<file path="config.mk">
export PLATFORM = sky130hd
export DESIGN_NAME = servo_estop_overrun_supervisor
export DESIGN_NICKNAME = d
export VERILOG_FILES = /design/src/core/servo_sup_pkg.sv /design/src/core/servo_estop_overrun_supervisor.sv
export SDC_FILE = /design/constraint.sdc
export NUM_CORES = 2
export LEC_CHECK = 0
export BUFFER_PORTS_ARGS = -buffer_cell sky130_fd_sc_hd__buf_2
export CORE_ASPECT_RATIO = 0.5
export CORE_MARGIN = 2
export CORE_UTILIZATION = 35
export CTS_BUF_LIST = sky130_fd_sc_hd__clkbuf_8
export DETAILED_ROUTE_END_ITERATION = 6
export GPL_TIMING_DRIVEN = 0
export PLACE_DENSITY = 0.47
export SETUP_SLACK_MARGIN = 0.05
export SYNTH_ARGS = -nofsm -noshare
export SYNTH_HDL_FRONTEND = slang
export SYNTH_SLANG_ARGS = --single-unit
</file>
<file path="constraint.sdc">
create_clock -name aclk -period 15.7 [get_ports aclk]
set_input_delay 1.57 -clock aclk [delete_from_list [all_inputs] [get_ports aclk]]
set_output_delay 1.57 -clock aclk [all_outputs]
set_load 0.02 [all_outputs]
</file>
<file path="src/core/servo_sup_pkg.sv">
// constants, types and register map of the servo supervisor
package servo_sup_pkg;
  localparam int CLK_PERIOD_NS = 50;
  localparam int MS_NS = 1000000;
  localparam int MS_CYCLES = MS_NS / CLK_PERIOD_NS;
  localparam int MS_MAX = 20000;
  localparam int SPEED_W = 16;
  localparam int POS_W = 32;
  localparam logic [7:0] A_CTRL = 8'h00;
  localparam logic [7:0] A_OVR_WIDTH = 8'h04;
  localparam logic [7:0] A_FUNC_ONE = 8'h08;
  localparam logic [7:0] A_DLY_GAIN = 8'h0C;
  localparam logic [7:0] A_TRQ_OFS = 8'h10;
  localparam logic [7:0] A_DECEL_TC = 8'h14;
  localparam logic [7:0] A_GATE_DLY = 8'h18;
  localparam logic [7:0] A_DROP_TIME = 8'h1C;
  localparam logic [7:0] A_MEC_GAIN = 8'h20;
  localparam logic [7:0] A_PLOOP_GAIN = 8'h24;
  localparam logic [7:0] A_FUNC_FIVE = 8'h28;
  localparam logic [7:0] A_RADIUS = 8'h2C;
  localparam logic [7:0] A_RAPID = 8'h30;
  localparam logic [7:0] A_STATUS = 8'h34;
  localparam logic [7:0] A_MEC_OUT = 8'h38;
  localparam int CTRL_CLOSED = 0;
  localparam int CTRL_DECEL = 1;
  localparam int CTRL_DROP = 2;
  localparam int CTRL_ALM_RST = 3;
  localparam int CTRL_PULLUP = 4;
  localparam int UNIT_UM_BIT = 13;
  localparam int OVR_ALARM_CODE = 43;
  localparam logic signed [15:0] OVR_DISABLE = -16'sd1;
  localparam logic [31:0] OVR_DEFAULT_UM = 32'd2000;
  localparam logic [31:0] UM_PER_MM = 32'd1000;
  localparam logic signed [31:0] OVR_MAX = 32'sd32767;
  localparam logic signed [31:0] DLY_MAX = 32'sd32767;
  localparam logic signed [31:0] TRQ_MAX = 32'sd100;
  localparam logic signed [31:0] MEC_MAX = 32'sd30000;
  localparam logic signed [31:0] TIME_MAX = 32'sd20000;
  localparam logic [23:0] MEC_SCALE = 24'd16200000;
  localparam int DIV_STEPS = 48;
  localparam logic [1:0] VC_OFF = 2'b00;
  localparam logic [1:0] VC_TYPE1 = 2'b01;
  localparam logic [1:0] VC_TYPE2 = 2'b10;
  localparam logic [1:0] VC_BAD = 2'b11;
  localparam logic [1:0] RESP_OKAY = 2'b00;
  localparam logic [1:0] RESP_DECERR = 2'b11;
  typedef enum logic [1:0] {
    ST_RUN = 2'b00,
    ST_DECEL = 2'b01,
    ST_OFF = 2'b10
  } stop_state_e;
  typedef struct packed {
    logic sync_db;
    logic db_alarm;
    logic drive_alarm;
    logic power_down;
    logic estop;
  } stop_pins_s;
endpackage : servo_sup_pkg

</file>
<file path="src/core/servo_estop_overrun_supervisor.sv">
// per-axis overrun, compensation and emergency stop supervisor
// Behaviour
// RQ1: closed loop: motor vs scale difference above width raises alarm 43, stops axis
// RQ2: width of -1 disables overrun detection
// RQ3: width of zero uses a 2 mm detection width
// RQ4: width clamps -1..32767, mm or um per unit-select bit D
// RQ5: selector 00 off, 01 type 1, 10 type 2, 11 prohibited
// RQ6: type 2 reduces lead compensation only once position droop is zero
// RQ7: delay gain 0..32767 applied per selected changeover method
// RQ8: torque offset -100..100, sign sets pull-up direction, zero disables
// RQ9: external stop, controller power-down or own alarm start an emergency stop
// RQ10: decel stop ramps with READY on, then READY off and dynamic brake
// RQ11: dynamic brake alarm skips the ramp and brakes at once
// RQ12: ramp slope is rapid rate over time constant from any speed
// RQ13: zero time constant stops by a position loop step
// RQ14: synchronous axes use equal negative constants and share dynamic brake stops
// RQ15: controller keeps the time constant within recommended rapid limits
// RQ16: READY forced off after max gate-off delay, 0..20000 ms
// RQ17: drop prevention stretches gate-off to at least the drop time
// RQ18: controller sets gate-off delay to largest decel constant plus 100 ms
// RQ19: machine end gain -30000..30000 in 0.1 percent, zero unused
// RQ20: compensation equals F squared times gain over radius, loop gain, 16200000
// RQ21: decel constant -20000..20000 ms, negative marks synchronous axes
// RQ22: drop prevention time holds READY until the brake engages
// RQ23: gate-off timer counts ms from first stop cycle, forces READY off
// RQ24: overrun alarm stays latched until controller alarm reset
//
// The AXI4-Lite slave port and the address map are this design's own decisions.
`timescale 1ns/1ps
module servo_estop_overrun_supervisor #(
  parameter int MS_CYCLES = servo_sup_pkg::MS_CYCLES
) (
  // clock and reset
  input wire logic aclk,
  input wire logic aresetn,
  // axi4-lite slave
  input wire logic [7:0] s_axi_awaddr,
  input wire logic s_axi_awvalid,
  output logic s_axi_awready,
  input wire logic [31:0] s_axi_wdata,
  input wire logic [3:0] s_axi_wstrb,
  input wire logic s_axi_wvalid,
  output logic s_axi_wready,
  output logic [1:0] s_axi_bresp,
  output logic s_axi_bvalid,
  input wire logic s_axi_bready,
  input wire logic [7:0] s_axi_araddr,
  input wire logic s_axi_arvalid,
  output logic s_axi_arready,
  output logic [31:0] s_axi_rdata,
  output logic [1:0] s_axi_rresp,
  output logic s_axi_rvalid,
  input wire logic s_axi_rready,
  // stop pins, asynchronous
  input wire servo_sup_pkg::stop_pins_s stop_pins,
  // feedback and command, same clock
  input wire logic signed [31:0] motor_pos,
  input wire logic signed [31:0] scale_pos,
  input wire logic signed [31:0] pos_droop,
  input wire logic [15:0] speed_in,
  // drive outputs
  output logic ready_ff,
  output logic dyn_brake_ff,
  output logic axis_stop_ff,
  output logic overrun_alarm_ff,
  output logic sync_db_out_ff,
  output logic [15:0] speed_out_ff,
  output logic lead_reduce_ff,
  output logic [15:0] delay_gain_out_ff,
  output logic pullup_ff,
  output logic pullup_dir_ff,
  output logic signed [31:0] mec_amount_ff
);
  function automatic logic [15:0] sat(input logic signed [31:0] v, input logic signed [31:0] lo,
                                      input logic signed [31:0] hi);
    logic signed [31:0] r;
    r = (v < lo) ? lo : ((v > hi) ? hi : v);
    return r[15:0];
  endfunction : sat

  // registers
  logic [4:0] ctrl_ff;
  logic signed [15:0] overrun_width_ff;
  logic [15:0] servo_function_one_ff, delay_comp_gain_ff, function_select_five_ff;
  logic signed [15:0] torque_offset_ff, estop_decel_time_const_ff, machine_end_gain_ff;
  logic [15:0] max_gate_off_delay_ff, drop_prevent_time_ff, position_loop_gain_ff;
  logic [15:0] radius_ff, rapid_ff;
  logic alm_rst_ff, bad_sel_ff;
  logic aw_ff, w_ff;
  logic [7:0] awaddr_ff;
  logic [31:0] wdata_ff;
  servo_sup_pkg::stop_state_e state_ff;

  // axi write path, unmapped writes are dropped but still answered okay
  wire do_wr = aw_ff && w_ff && !s_axi_bvalid;
  always_ff @(posedge aclk) begin
    if (!aresetn) begin
      aw_ff <= 1'b0;
      w_ff <= 1'b0;
      awaddr_ff <= 8'h00;
      wdata_ff <= 32'h0000_0000;
      s_axi_awready <= 1'b0;
      s_axi_wready <= 1'b0;
      s_axi_bvalid <= 1'b0;
      s_axi_bresp <= servo_sup_pkg::RESP_OKAY;
    end else begin
      s_axi_awready <= !aw_ff && !s_axi_awready && s_axi_awvalid;
      s_axi_wready <= !w_ff && !s_axi_wready && s_axi_wvalid;
      if (s_axi_awvalid && s_axi_awready) begin
        aw_ff <= 1'b1;
        awaddr_ff <= s_axi_awaddr;
      end
      if (s_axi_wvalid && s_axi_wready) begin
        w_ff <= 1'b1;
        wdata_ff <= s_axi_wdata;
      end
      if (do_wr) begin
        s_axi_bvalid <= 1'b1;
        s_axi_bresp <= servo_sup_pkg::RESP_OKAY;
        aw_ff <= 1'b0;
        w_ff <= 1'b0;
      end else if (s_axi_bready) begin
        s_axi_bvalid <= 1'b0;
      end
    end
  end

  // register writes with range clamping
  always_ff @(posedge aclk) begin
    if (!aresetn) begin
      ctrl_ff <= 5'h00;
      overrun_width_ff <= 16'h0000;
      servo_function_one_ff <= 16'h0000;
      delay_comp_gain_ff <= 16'h0000;
      torque_offset_ff <= 16'h0000;
      estop_decel_time_const_ff <= 16'h0000;
      max_gate_off_delay_ff <= 16'h0000;
      drop_prevent_time_ff <= 16'h0000;
      machine_end_gain_ff <= 16'h0000;
      position_loop_gain_ff <= 16'h0001;
      function_select_five_ff <= 16'h0000;
      radius_ff <= 16'h0001;
      rapid_ff <= 16'h0000;
      alm_rst_ff <= 1'b0;
    end else begin
      alm_rst_ff <= do_wr && awaddr_ff == servo_sup_pkg::A_CTRL && wdata_ff[servo_sup_pkg::CTRL_ALM_RST];
      if (do_wr) begin
        unique case (awaddr_ff)
          servo_sup_pkg::A_CTRL: ctrl_ff <= wdata_ff[4:0] & 5'h17;
          servo_sup_pkg::A_OVR_WIDTH: overrun_width_ff <= sat(wdata_ff, -32'sd1, servo_sup_pkg::OVR_MAX); // RQ4
          servo_sup_pkg::A_FUNC_ONE: servo_function_one_ff <= wdata_ff[15:0];
          servo_sup_pkg::A_DLY_GAIN: delay_comp_gain_ff <= sat(wdata_ff, 32'sd0, servo_sup_pkg::DLY_MAX); // RQ7
          servo_sup_pkg::A_TRQ_OFS: torque_offset_ff <= sat(wdata_ff, -servo_sup_pkg::TRQ_MAX,
                                                            servo_sup_pkg::TRQ_MAX); // RQ8
          servo_sup_pkg::A_DECEL_TC: estop_decel_time_const_ff <= sat(wdata_ff, -servo_sup_pkg::TIME_MAX,
                                                                      servo_sup_pkg::TIME_MAX); // RQ21
          servo_sup_pkg::A_GATE_DLY: max_gate_off_delay_ff <= sat(wdata_ff, 32'sd0, servo_sup_pkg::TIME_MAX); // RQ16
          servo_sup_pkg::A_DROP_TIME: drop_prevent_time_ff <= sat(wdata_ff, 32'sd0, servo_sup_pkg::TIME_MAX);
          servo_sup_pkg::A_MEC_GAIN: machine_end_gain_ff <= sat(wdata_ff, -servo_sup_pkg::MEC_MAX,
                                                                servo_sup_pkg::MEC_MAX); // RQ19
          servo_sup_pkg::A_PLOOP_GAIN: position_loop_gain_ff <= wdata_ff[15:0];
          servo_sup_pkg::A_FUNC_FIVE: function_select_five_ff <= wdata_ff[15:0];
          servo_sup_pkg::A_RADIUS: radius_ff <= wdata_ff[15:0];
          servo_sup_pkg::A_RAPID: rapid_ff <= wdata_ff[15:0];
          default: ;
        endcase
      end
    end
  end

  // axi read path
  always_ff @(posedge aclk) begin
    if (!aresetn) begin
      s_axi_arready <= 1'b0;
      s_axi_rvalid <= 1'b0;
      s_axi_rdata <= 32'h0000_0000;
      s_axi_rresp <= servo_sup_pkg::RESP_OKAY;
    end else begin
      s_axi_arready <= !s_axi_rvalid && !s_axi_arready && s_axi_arvalid;
      if (s_axi_arvalid && s_axi_arready) begin
        s_axi_rvalid <= 1'b1;
        s_axi_rresp <= servo_sup_pkg::RESP_OKAY;
        unique case (s_axi_araddr)
          servo_sup_pkg::A_CTRL: s_axi_rdata <= {27'h0, ctrl_ff};
          servo_sup_pkg::A_OVR_WIDTH: s_axi_rdata <= {{16{overrun_width_ff[15]}}, overrun_width_ff};
          servo_sup_pkg::A_FUNC_ONE: s_axi_rdata <= {16'h0000, servo_function_one_ff};
          servo_sup_pkg::A_DLY_GAIN: s_axi_rdata <= {16'h0000, delay_comp_gain_ff};
          servo_sup_pkg::A_TRQ_OFS: s_axi_rdata <= {{16{torque_offset_ff[15]}}, torque_offset_ff};
          servo_sup_pkg::A_DECEL_TC: s_axi_rdata <= {{16{estop_decel_time_const_ff[15]}}, estop_decel_time_const_ff};
          servo_sup_pkg::A_GATE_DLY: s_axi_rdata <= {16'h0000, max_gate_off_delay_ff};
          servo_sup_pkg::A_DROP_TIME: s_axi_rdata <= {16'h0000, drop_prevent_time_ff};
          servo_sup_pkg::A_MEC_GAIN: s_axi_rdata <= {{16{machine_end_gain_ff[15]}}, machine_end_gain_ff};
          servo_sup_pkg::A_PLOOP_GAIN: s_axi_rdata <= {16'h0000, position_loop_gain_ff};
          servo_sup_pkg::A_FUNC_FIVE: s_axi_rdata <= {16'h0000, function_select_five_ff};
          servo_sup_pkg::A_RADIUS: s_axi_rdata <= {16'h0000, radius_ff};
          servo_sup_pkg::A_RAPID: s_axi_rdata <= {16'h0000, rapid_ff};
          servo_sup_pkg::A_STATUS: s_axi_rdata <= {16'h0000, 8'(servo_sup_pkg::OVR_ALARM_CODE), 1'b0, bad_sel_ff,
                                                   state_ff, sync_db_out_ff, dyn_brake_ff, ready_ff,
                                                   overrun_alarm_ff};
          servo_sup_pkg::A_MEC_OUT: s_axi_rdata <= mec_amount_ff;
          default: begin
            s_axi_rdata <= 32'h0000_0000;
            s_axi_rresp <= servo_sup_pkg::RESP_DECERR;
          end
        endcase
      end else if (s_axi_rready) begin
        s_axi_rvalid <= 1'b0;
      end
    end
  end

  // three-stage pin synchronisers, accepted when stages two and three agree
  logic [4:0] s1_ff, s2_ff, s3_ff, pin_ff;
  genvar g;
  generate
    for (g = 0; g < 5; g++) begin : g_sync
      always_ff @(posedge aclk) begin
        if (!aresetn) begin
          s1_ff[g] <= 1'b0;
          s2_ff[g] <= 1'b0;
          s3_ff[g] <= 1'b0;
          pin_ff[g] <= 1'b0;
        end else begin
          s1_ff[g] <= stop_pins[g];
          s2_ff[g] <= s1_ff[g];
          s3_ff[g] <= s2_ff[g];
          if (s2_ff[g] == s3_ff[g]) pin_ff[g] <= s3_ff[g];
        end
      end
    end
  endgenerate
  servo_sup_pkg::stop_pins_s pins;
  assign pins = pin_ff;

  // overrun detection
  logic signed [32:0] pos_diff;
  logic [32:0] diff_abs;
  logic [31:0] ovr_thr;
  logic ovr_hit;
  always_comb begin
    pos_diff = 33'(motor_pos) - 33'(scale_pos);
    diff_abs = pos_diff[32] ? 33'(-pos_diff) : 33'(pos_diff);
    if (overrun_width_ff == 16'sd0) ovr_thr = servo_sup_pkg::OVR_DEFAULT_UM; // RQ3
    else if (function_select_five_ff[servo_sup_pkg::UNIT_UM_BIT]) ovr_thr = 32'(overrun_width_ff); // RQ4
    else ovr_thr = 32'(overrun_width_ff) * servo_sup_pkg::UM_PER_MM; // RQ4
    ovr_hit = ctrl_ff[servo_sup_pkg::CTRL_CLOSED] && overrun_width_ff != servo_sup_pkg::OVR_DISABLE
              && diff_abs > {1'b0, ovr_thr}; // RQ1 RQ2
  end
  always_ff @(posedge aclk) begin
    if (!aresetn) begin
      overrun_alarm_ff <= 1'b0;
      axis_stop_ff <= 1'b0;
    end else begin
      if (ovr_hit) overrun_alarm_ff <= 1'b1; // RQ1
      else if (alm_rst_ff) overrun_alarm_ff <= 1'b0; // RQ24
      axis_stop_ff <= ovr_hit || (overrun_alarm_ff && !alm_rst_ff) || state_ff != servo_sup_pkg::ST_RUN; // RQ24
    end
  end

  // delay compensation and torque offset
  always_ff @(posedge aclk) begin
    if (!aresetn) begin
      lead_reduce_ff <= 1'b0;
      delay_gain_out_ff <= 16'h0000;
      bad_sel_ff <= 1'b0;
      pullup_dir_ff <= 1'b0;
    end else begin
      bad_sel_ff <= servo_function_one_ff[1:0] == servo_sup_pkg::VC_BAD; // RQ5
      unique case (servo_function_one_ff[1:0])
        servo_sup_pkg::VC_TYPE1: begin
          lead_reduce_ff <= 1'b1; // RQ5
          delay_gain_out_ff <= delay_comp_gain_ff; // RQ7
        end
        servo_sup_pkg::VC_TYPE2: begin
          lead_reduce_ff <= pos_droop == 32'sd0; // RQ6
          delay_gain_out_ff <= delay_comp_gain_ff; // RQ7
        end
        default: begin
          lead_reduce_ff <= 1'b0; // RQ5
          delay_gain_out_ff <= 16'h0000;
        end
      endcase
      pullup_dir_ff <= torque_offset_ff[15]; // RQ8
    end
  end

  // millisecond tick and emergency stop sequencing
  logic [15:0] tick_cnt_ff, ms_cnt_ff;
  logic [31:0] budget_ff;
  wire tick = tick_cnt_ff == 16'(MS_CYCLES - 1);
  wire estop_cause = pins.estop || pins.power_down || pins.drive_alarm || overrun_alarm_ff; // RQ9
  wire tc_sync = estop_decel_time_const_ff[15];
  wire [15:0] tc_abs = tc_sync ? 16'(-estop_decel_time_const_ff) : estop_decel_time_const_ff;
  wire db_now = pins.db_alarm || (tc_sync && pins.sync_db); // RQ11 RQ14
  wire drop_on = ctrl_ff[servo_sup_pkg::CTRL_DROP];
  wire [15:0] gate_lim = (drop_on && drop_prevent_time_ff > max_gate_off_delay_ff) ?
                         drop_prevent_time_ff : max_gate_off_delay_ff; // RQ17
  wire gate_exp = ms_cnt_ff >= gate_lim; // RQ16
  wire drop_done = !drop_on || ms_cnt_ff >= drop_prevent_time_ff; // RQ22
  always_ff @(posedge aclk) begin
    if (!aresetn) tick_cnt_ff <= 16'h0000;
    else tick_cnt_ff <= tick ? 16'h0000 : tick_cnt_ff + 16'h0001;
  end
  always_ff @(posedge aclk) begin
    if (!aresetn) begin
      state_ff <= servo_sup_pkg::ST_RUN;
      ms_cnt_ff <= 16'h0000;
      budget_ff <= 32'h0000_0000;
      speed_out_ff <= 16'h0000;
      ready_ff <= 1'b0;
      dyn_brake_ff <= 1'b0;
      sync_db_out_ff <= 1'b0;
      pullup_ff <= 1'b0;
    end else begin
      unique case (state_ff)
        servo_sup_pkg::ST_RUN: begin
          speed_out_ff <= speed_in;
          ready_ff <= 1'b1;
          dyn_brake_ff <= 1'b0;
          sync_db_out_ff <= 1'b0;
          pullup_ff <= 1'b0;
          ms_cnt_ff <= 16'h0000; // RQ23
          budget_ff <= 32'h0000_0000;
          if (estop_cause || db_now) begin
            if (db_now || !ctrl_ff[servo_sup_pkg::CTRL_DECEL]) begin
              state_ff <= servo_sup_pkg::ST_OFF; // RQ11
              ready_ff <= 1'b0;
              dyn_brake_ff <= 1'b1;
              speed_out_ff <= 16'h0000;
              sync_db_out_ff <= tc_sync; // RQ14
            end else begin
              state_ff <= servo_sup_pkg::ST_DECEL; // RQ10
              if (tc_abs == 16'h0000) speed_out_ff <= 16'h0000; // RQ13
              pullup_ff <= ctrl_ff[servo_sup_pkg::CTRL_PULLUP] && torque_offset_ff != 16'sd0; // RQ8
            end
          end
        end
        servo_sup_pkg::ST_DECEL: begin
          if (tick && ms_cnt_ff != 16'hFFFF) ms_cnt_ff <= ms_cnt_ff + 16'h0001; // RQ23
          if (tick) budget_ff <= budget_ff + 32'(rapid_ff); // RQ12
          else if (budget_ff >= 32'(tc_abs) && tc_abs != 16'h0000) begin
            budget_ff <= budget_ff - 32'(tc_abs); // RQ12
            if (speed_out_ff != 16'h0000) speed_out_ff <= speed_out_ff - 16'h0001;
          end
          if (drop_done) pullup_ff <= 1'b0;
          if (db_now) begin
            state_ff <= servo_sup_pkg::ST_OFF; // RQ11
            ready_ff <= 1'b0;
            dyn_brake_ff <= 1'b1;
            speed_out_ff <= 16'h0000;
            pullup_ff <= 1'b0;
            sync_db_out_ff <= tc_sync; // RQ14
          end else if (gate_exp || (speed_out_ff == 16'h0000 && drop_done)) begin
            state_ff <= servo_sup_pkg::ST_OFF; // RQ10 RQ16 RQ23
            ready_ff <= 1'b0;
            dyn_brake_ff <= 1'b1;
            pullup_ff <= 1'b0;
          end
        end
        servo_sup_pkg::ST_OFF: begin
          ready_ff <= 1'b0;
          dyn_brake_ff <= 1'b1;
          speed_out_ff <= 16'h0000;
          pullup_ff <= 1'b0;
          if (!estop_cause && !db_now) state_ff <= servo_sup_pkg::ST_RUN;
        end
        default: state_ff <= servo_sup_pkg::ST_OFF;
      endcase
    end
  end

  // machine end compensation by serial division
  logic [47:0] num_ff, quo_ff;
  logic [55:0] den_ff;
  logic [56:0] rem_ff;
  logic [5:0] step_ff;
  logic neg_ff, busy_ff;
  wire [56:0] rem_sh = {rem_ff[55:0], num_ff[47]};
  wire [14:0] gain_abs = machine_end_gain_ff[15] ? 15'(-machine_end_gain_ff) : machine_end_gain_ff[14:0];
  always_ff @(posedge aclk) begin
    if (!aresetn) begin
      num_ff <= 48'h0;
      quo_ff <= 48'h0;
      den_ff <= 56'h0;
      rem_ff <= 57'h0;
      step_ff <= 6'h00;
      neg_ff <= 1'b0;
      busy_ff <= 1'b0;
      mec_amount_ff <= 32'sh0000_0000;
    end else if (!busy_ff) begin
      num_ff <= 48'(32'(speed_in) * 32'(speed_in)) * 48'(gain_abs); // RQ20
      den_ff <= 56'(radius_ff) * 56'(position_loop_gain_ff) * 56'(servo_sup_pkg::MEC_SCALE); // RQ20
      neg_ff <= machine_end_gain_ff[15];
      rem_ff <= 57'h0;
      step_ff <= 6'h00;
      busy_ff <= 1'b1;
    end else begin
      num_ff <= {num_ff[46:0], 1'b0};
      if (rem_sh >= {1'b0, den_ff}) begin
        rem_ff <= rem_sh - {1'b0, den_ff};
        quo_ff <= {quo_ff[46:0], 1'b1};
      end else begin
        rem_ff <= rem_sh;
        quo_ff <= {quo_ff[46:0], 1'b0};
      end
      step_ff <= step_ff + 6'h01;
      if (step_ff == 6'(servo_sup_pkg::DIV_STEPS)) begin
        busy_ff <= 1'b0;
        if (den_ff == 56'h0 || machine_end_gain_ff == 16'sd0) mec_amount_ff <= 32'sh0000_0000; // RQ19
        else mec_amount_ff <= neg_ff ? -32'(quo_ff[31:0]) : 32'(quo_ff[31:0]); // RQ20
      end
    end
  end
endmodule : servo_estop_overrun_supervisor

</file>
## After elaboration in Yosys (flattened, before gate mapping)

Index checks and enable logic that the tools add are counted.

- Register bits after elaboration: 631
- Output and inout port bits: 113

- Add/subtract/negate cells: 12
- Multipliers: 5
- Order comparisons: 15
- Eq/ne operators: 50
- Mux-type cells: 71
- Bitwise gates (word level): 1
- Reduce and logical (&&, ||, !) cells: 92

Operators by type and width:

| cell | count |
|---|---|
| $pmux 32 s15 | 1 |
| $mux 16 | 20 |
| $mux 32 | 6 |
| $eq 8x6->1 const B | 12 |
| $gt 32x16->1 const B | 3 |
| $eq 8x5->1 const B | 8 |
| $logic_not 16->1 | 4 |
| $lt 32x1->1 const B | 2 |
| $lt 32x16->1 const B | 2 |
| $mul 16x16->32 | 2 |
| $pmux 32 s2 | 1 |
| $ge 57x56->1 | 1 |
| $logic_not 56->1 | 1 |
| $mux 56 | 1 |
| $sub 56x56->56 | 1 |
| $mul 32x18->50 const B | 1 |
| $pmux 16 s3 | 1 |
| $reduce_bool 16->1 | 3 |
| $mul 32x15->47 | 1 |
| $mux 47 | 1 |
| $reduce_and 2->1 | 21 |
| $gt 33x32->1 | 1 |
| $mux 33 | 1 |
| $neg 33->33 | 1 |
| 47 further kinds | 150 |

## Depth between registers and ports, before layout

- Depth after elaboration: 8
- Depth in mapped cells: 53
- Gate-level depth less buffers: 50

## Worst setup path before layout

OpenSTA, ideal clock, no wires.

- Kind: input to register
- From: input speed_in[4]
- To: register num_ff[42]
- Library setup time: 128 ps
- Arrival: 13,216 ps
- Data required time: 15,572 ps
- Slack: 2,356 ps
- Stages on the path: 46
- Cell sequence: clkbuf_1 clkbuf_1 nand2_1 fa_1 fa_1 inv_1 fa_1 fa_1 fa_1 inv_1 fa_1 inv_1 ha_1 and3_1 nand2_1 a21oi_1 o31ai_1 a21oi_1 [... 10 more ...] fa_1 fa_1 fa_1 inv_1 fa_1 inv_1 ha_1 and3_1 and4_1 and3_1 and4_1 o21a_1 o31ai_1 a21oi_1 a21o_1 a21oi_1 xnor2_1 o21ai_0

- Word-level cells in the longest chain between the ends: 3

RTL lines:

| item | line | RTL |
|---|---|---|
| from (decl) | servo_estop_overrun_supervisor.sv:60 | `input wire logic [15:0] speed_in,` |
| $mul 16x16->32 | servo_estop_overrun_supervisor.sv:391 | `num_ff <= 48'(32'(speed_in) * 32'(speed_in)) * 48'(gain_abs);` |
| $mul 32x15->47 | servo_estop_overrun_supervisor.sv:391 |  |
| $mux 47 | servo_estop_overrun_supervisor.sv:390 | `end else if (!busy_ff) begin` |
| to (signal assigned) | servo_estop_overrun_supervisor.sv:391 |  |
| to (signal assigned) | servo_estop_overrun_supervisor.sv:398 | `num_ff <= {num_ff[46:0], 1'b0};` |
| to (decl) | servo_estop_overrun_supervisor.sv:373 | `logic [47:0] num_ff, quo_ff;` |

Every way passes these cells.
A chain may end at the register's enable or synchronous reset.

## Final worst setup path

Same ends and word-level chain as after synthesis.

==> results.ini <==
[placement]
numPortBuffers=280
gp_congestion=0.944
place_hpwl_um=247000
dp.cells=12700

[floorplan]
dieArea_mm2=0.233
coreArea_mm2=0.228
num_io_pins=289
die-height_um=342
die_w_um=681
start_util_pct=35.2
rows=124

[synthesis]
syn_area_per_cell_um2=8.50
synth_ff_type=dfxtp_1
yosysUniqueCellTypes=93
ys_warn_count=0
seq_area_frac_synth_pct=15.7
synthArstFlopShare_pct=0
synth_cells=9437
synth_edf_count=0
synth_seq_cells=630
synth_area_mm2=0.0802

[clock_network]
postCtsSetupBuffers=0
cts_sinks=630
worst_skew_pair.late_latency_ns=0.90
cts_tree=yes
cts-buffers-inserted=109
htreeDepth=3
cts_buffer_depth=3
clk_pin_slew_ns=0.07
cts_root_buf=clkbuf_8

[routing]
routed-via-count=68200
drtIter0Drc=5620
ant_nets=0
wl_per_cell_um=23.0
firstDrtPassIters=7
via_per_inst=5.26
wl_um=298000
drc=2

[final_layout]
drive_gt1_share_pct=5.78
final_common_cell=inv_1
syn2layout_area_growth_pct=9.78
final_nets=11900
utilization_pct=38.6
final_cells=13000
final_cell_mix=1494 x inv_1, 1049 x fa_1, 1007 x nand2_1, 819 x ha_1, 706 x nor2_1

[timing]
finClkSkew_ns=0.0891
hold_violations=0
maxSlewViolCount=0
period_share_pct=94.9
finalSetupViolations=0
slew_headroom_pct=0.197
fmaxAchievable_mhz=67.1
rsz0062_at_grt=false
tightest_slew_ns=1.49
layout_min_cycle_time_ns=14.90

[critical_path]
startpoint_type=primary input
cpMostUsedCell=fa_1
crit_required_ns=16.40
cpPeakStageDelay_ns=0.93
crit_type=in -> reg
reg2reg_depth=42
critPathArrivalTime_ns=15.61
end_kind=register
cp-startpoint=speed_in[4]
crit-reg2reg-launch=radius_ff[10]
reg2reg_to=den_ff[55]
cp_slowest_cell=xnor2_1
crit_end=num_ff[42]
r2r_slack_ns=1.82
critPathMaxFanout=10

[min_path]
hold_class=reg -> reg
hold_path_depth=1

[grt]
grt_pass1_wl_um=440000
grt_antenna_before_repair=27
grt_util_all_layers_pct=25.2
grt_pass1_vias=66400
grt_max_degree=16
globalRoute.totalOverflow=0

[power]
p_leak_nw=41.4
p_per_area_mw_per_mm2=107
ir_worst_vdd_mv=0.701

[status]
outcome=finished, violations left
violations=design-rule violations, max-capacitance violations

[flow_run]
drv_cap=1

## per-stage QoR
stage | instance area, um2 | power [mW] | hold slack (ns) | setup slack, ns | setup TNS [ns]
after floorplan | 80200 | 5.54 | 0.401 | 2.36 | 0
after global placement | 85400 | 7.65 | 0.410 | -0.529 | -2.29
after detailed placement | 85500 | 7.62 | 0.418 | -0.495 | -1.88
after CTS | 87900 | 9.40 | 0.434 | 0.382 | 0
after global routing | 88000 | 10.1 | 0.446 | 0.116 | 0
final | 88000 | 9.46 | 0.432 | 0.796 | 0
## what timing repair did
item                                    CTS  global route
gates resized for setup                   0             6
hold buffers                              0             0
endpoints found under the setup margin    0            12
## synthesized netlist by cell type (all sizes together) (53+ instances only)
cell    number  area share, %
a22oi       62           0.58
nor4        55           0.45
dfxtp      630             16
o21ai      296            1.9
inv       1469            6.9
nand3      129           0.81
xor2       192            2.1
a31oi       56           0.44
a21o       206            1.9
fa        1049             26
nor3       112           0.71
ha         819             13
a21boi      69           0.65
nor2       707            3.3
nand2b      59           0.46
clkbuf     363            1.7
nand4       73           0.57
a21oi      545            3.4
nand2     1007            4.7
xnor2      212            2.3
mux2i      126            1.6
a211oi      53           0.50
and3        66           0.51
o21a        66           0.62
and2       327            2.6
nor2b      102           0.80
## kinds of logic after synthesis
kind of cell,Yosys count,share of synthesized area [%]
other,1,0.00468
DFF,630,15.7
xor gates and xnor gates,404,4.41
muxes,133,1.67
AOI/OAI and AO/OA,1735,14.0
buffers and inverters,1865,8.79
adders and majority gates,1868,39.0
and+or+nand+nor,2801,16.4
## flip-flops by register name, indices dropped and copies added (netlist names), 32 cells and up
signal and cells:
den_ff 50, s_axi_rdata 32, budget_ff 32, quo_ff 32
mec_amount_ff 32, wdata_ff 32, rem_ff 56, num_ff 48
## metal layers
metal / wire (um) / global-route usage, %
met4: 7200 / 5.56
met5: 84 / 0
met1: 147000 / 38.6
met2: 125000 / 37.4
met3: 18900 / 3.30
## cell type report
type / instances / area, um2
clock buffers: 137 / 1890
inverters: 1471 / 5520
flip-flops and latches: 630 / 12600
diodes: 15 / 37.5
plain buffers: 394 / 1530
clock inverters: 60 / 543
multi-input cells: 6943 / 60600
repair buffers: 286 / 1480
fillers: 24000 / 140000
well taps: 3024 / 3780
## report_power, final
| group | total, mW | internal [mW] | switching, mW |
|---|---|---|---|
| sequential | 1.68 | 1.64 | 0.0328 |
| combinational | 6.05 | 1.68 | 4.37 |
| clock | 1.74 | 0.936 | 0.804 |
| total | 9.46 | 4.25 | 5.21 |
## worst min path at each step
stage,from,endpoint,slack (ns)
6_report,s1_ff[1],s2_ff[1],0.43
5_1_grt,s1_ff[1],s2_ff[1],0.45
4_1_cts,s1_ff[1],s2_ff[1],0.43
3_5_place_dp,num_ff[11],num_ff[12],0.42
3_3_place_gp,num_ff[11],num_ff[12],0.41
2_1_floorplan,num_ff[11],num_ff[12],0.40
## worst max-delay path, delay by kind of cell
kind,cells,cell delay (ns)
xor gates and xnor gates,2,1.06
adders and majority gates,14,7.12
and+or+nand+nor,10,2.11
AOI/OAI and AO/OA,8,1.95
buffers and inverters,10,1.78
No activity file was read; power rests on OpenSTA's default activity.
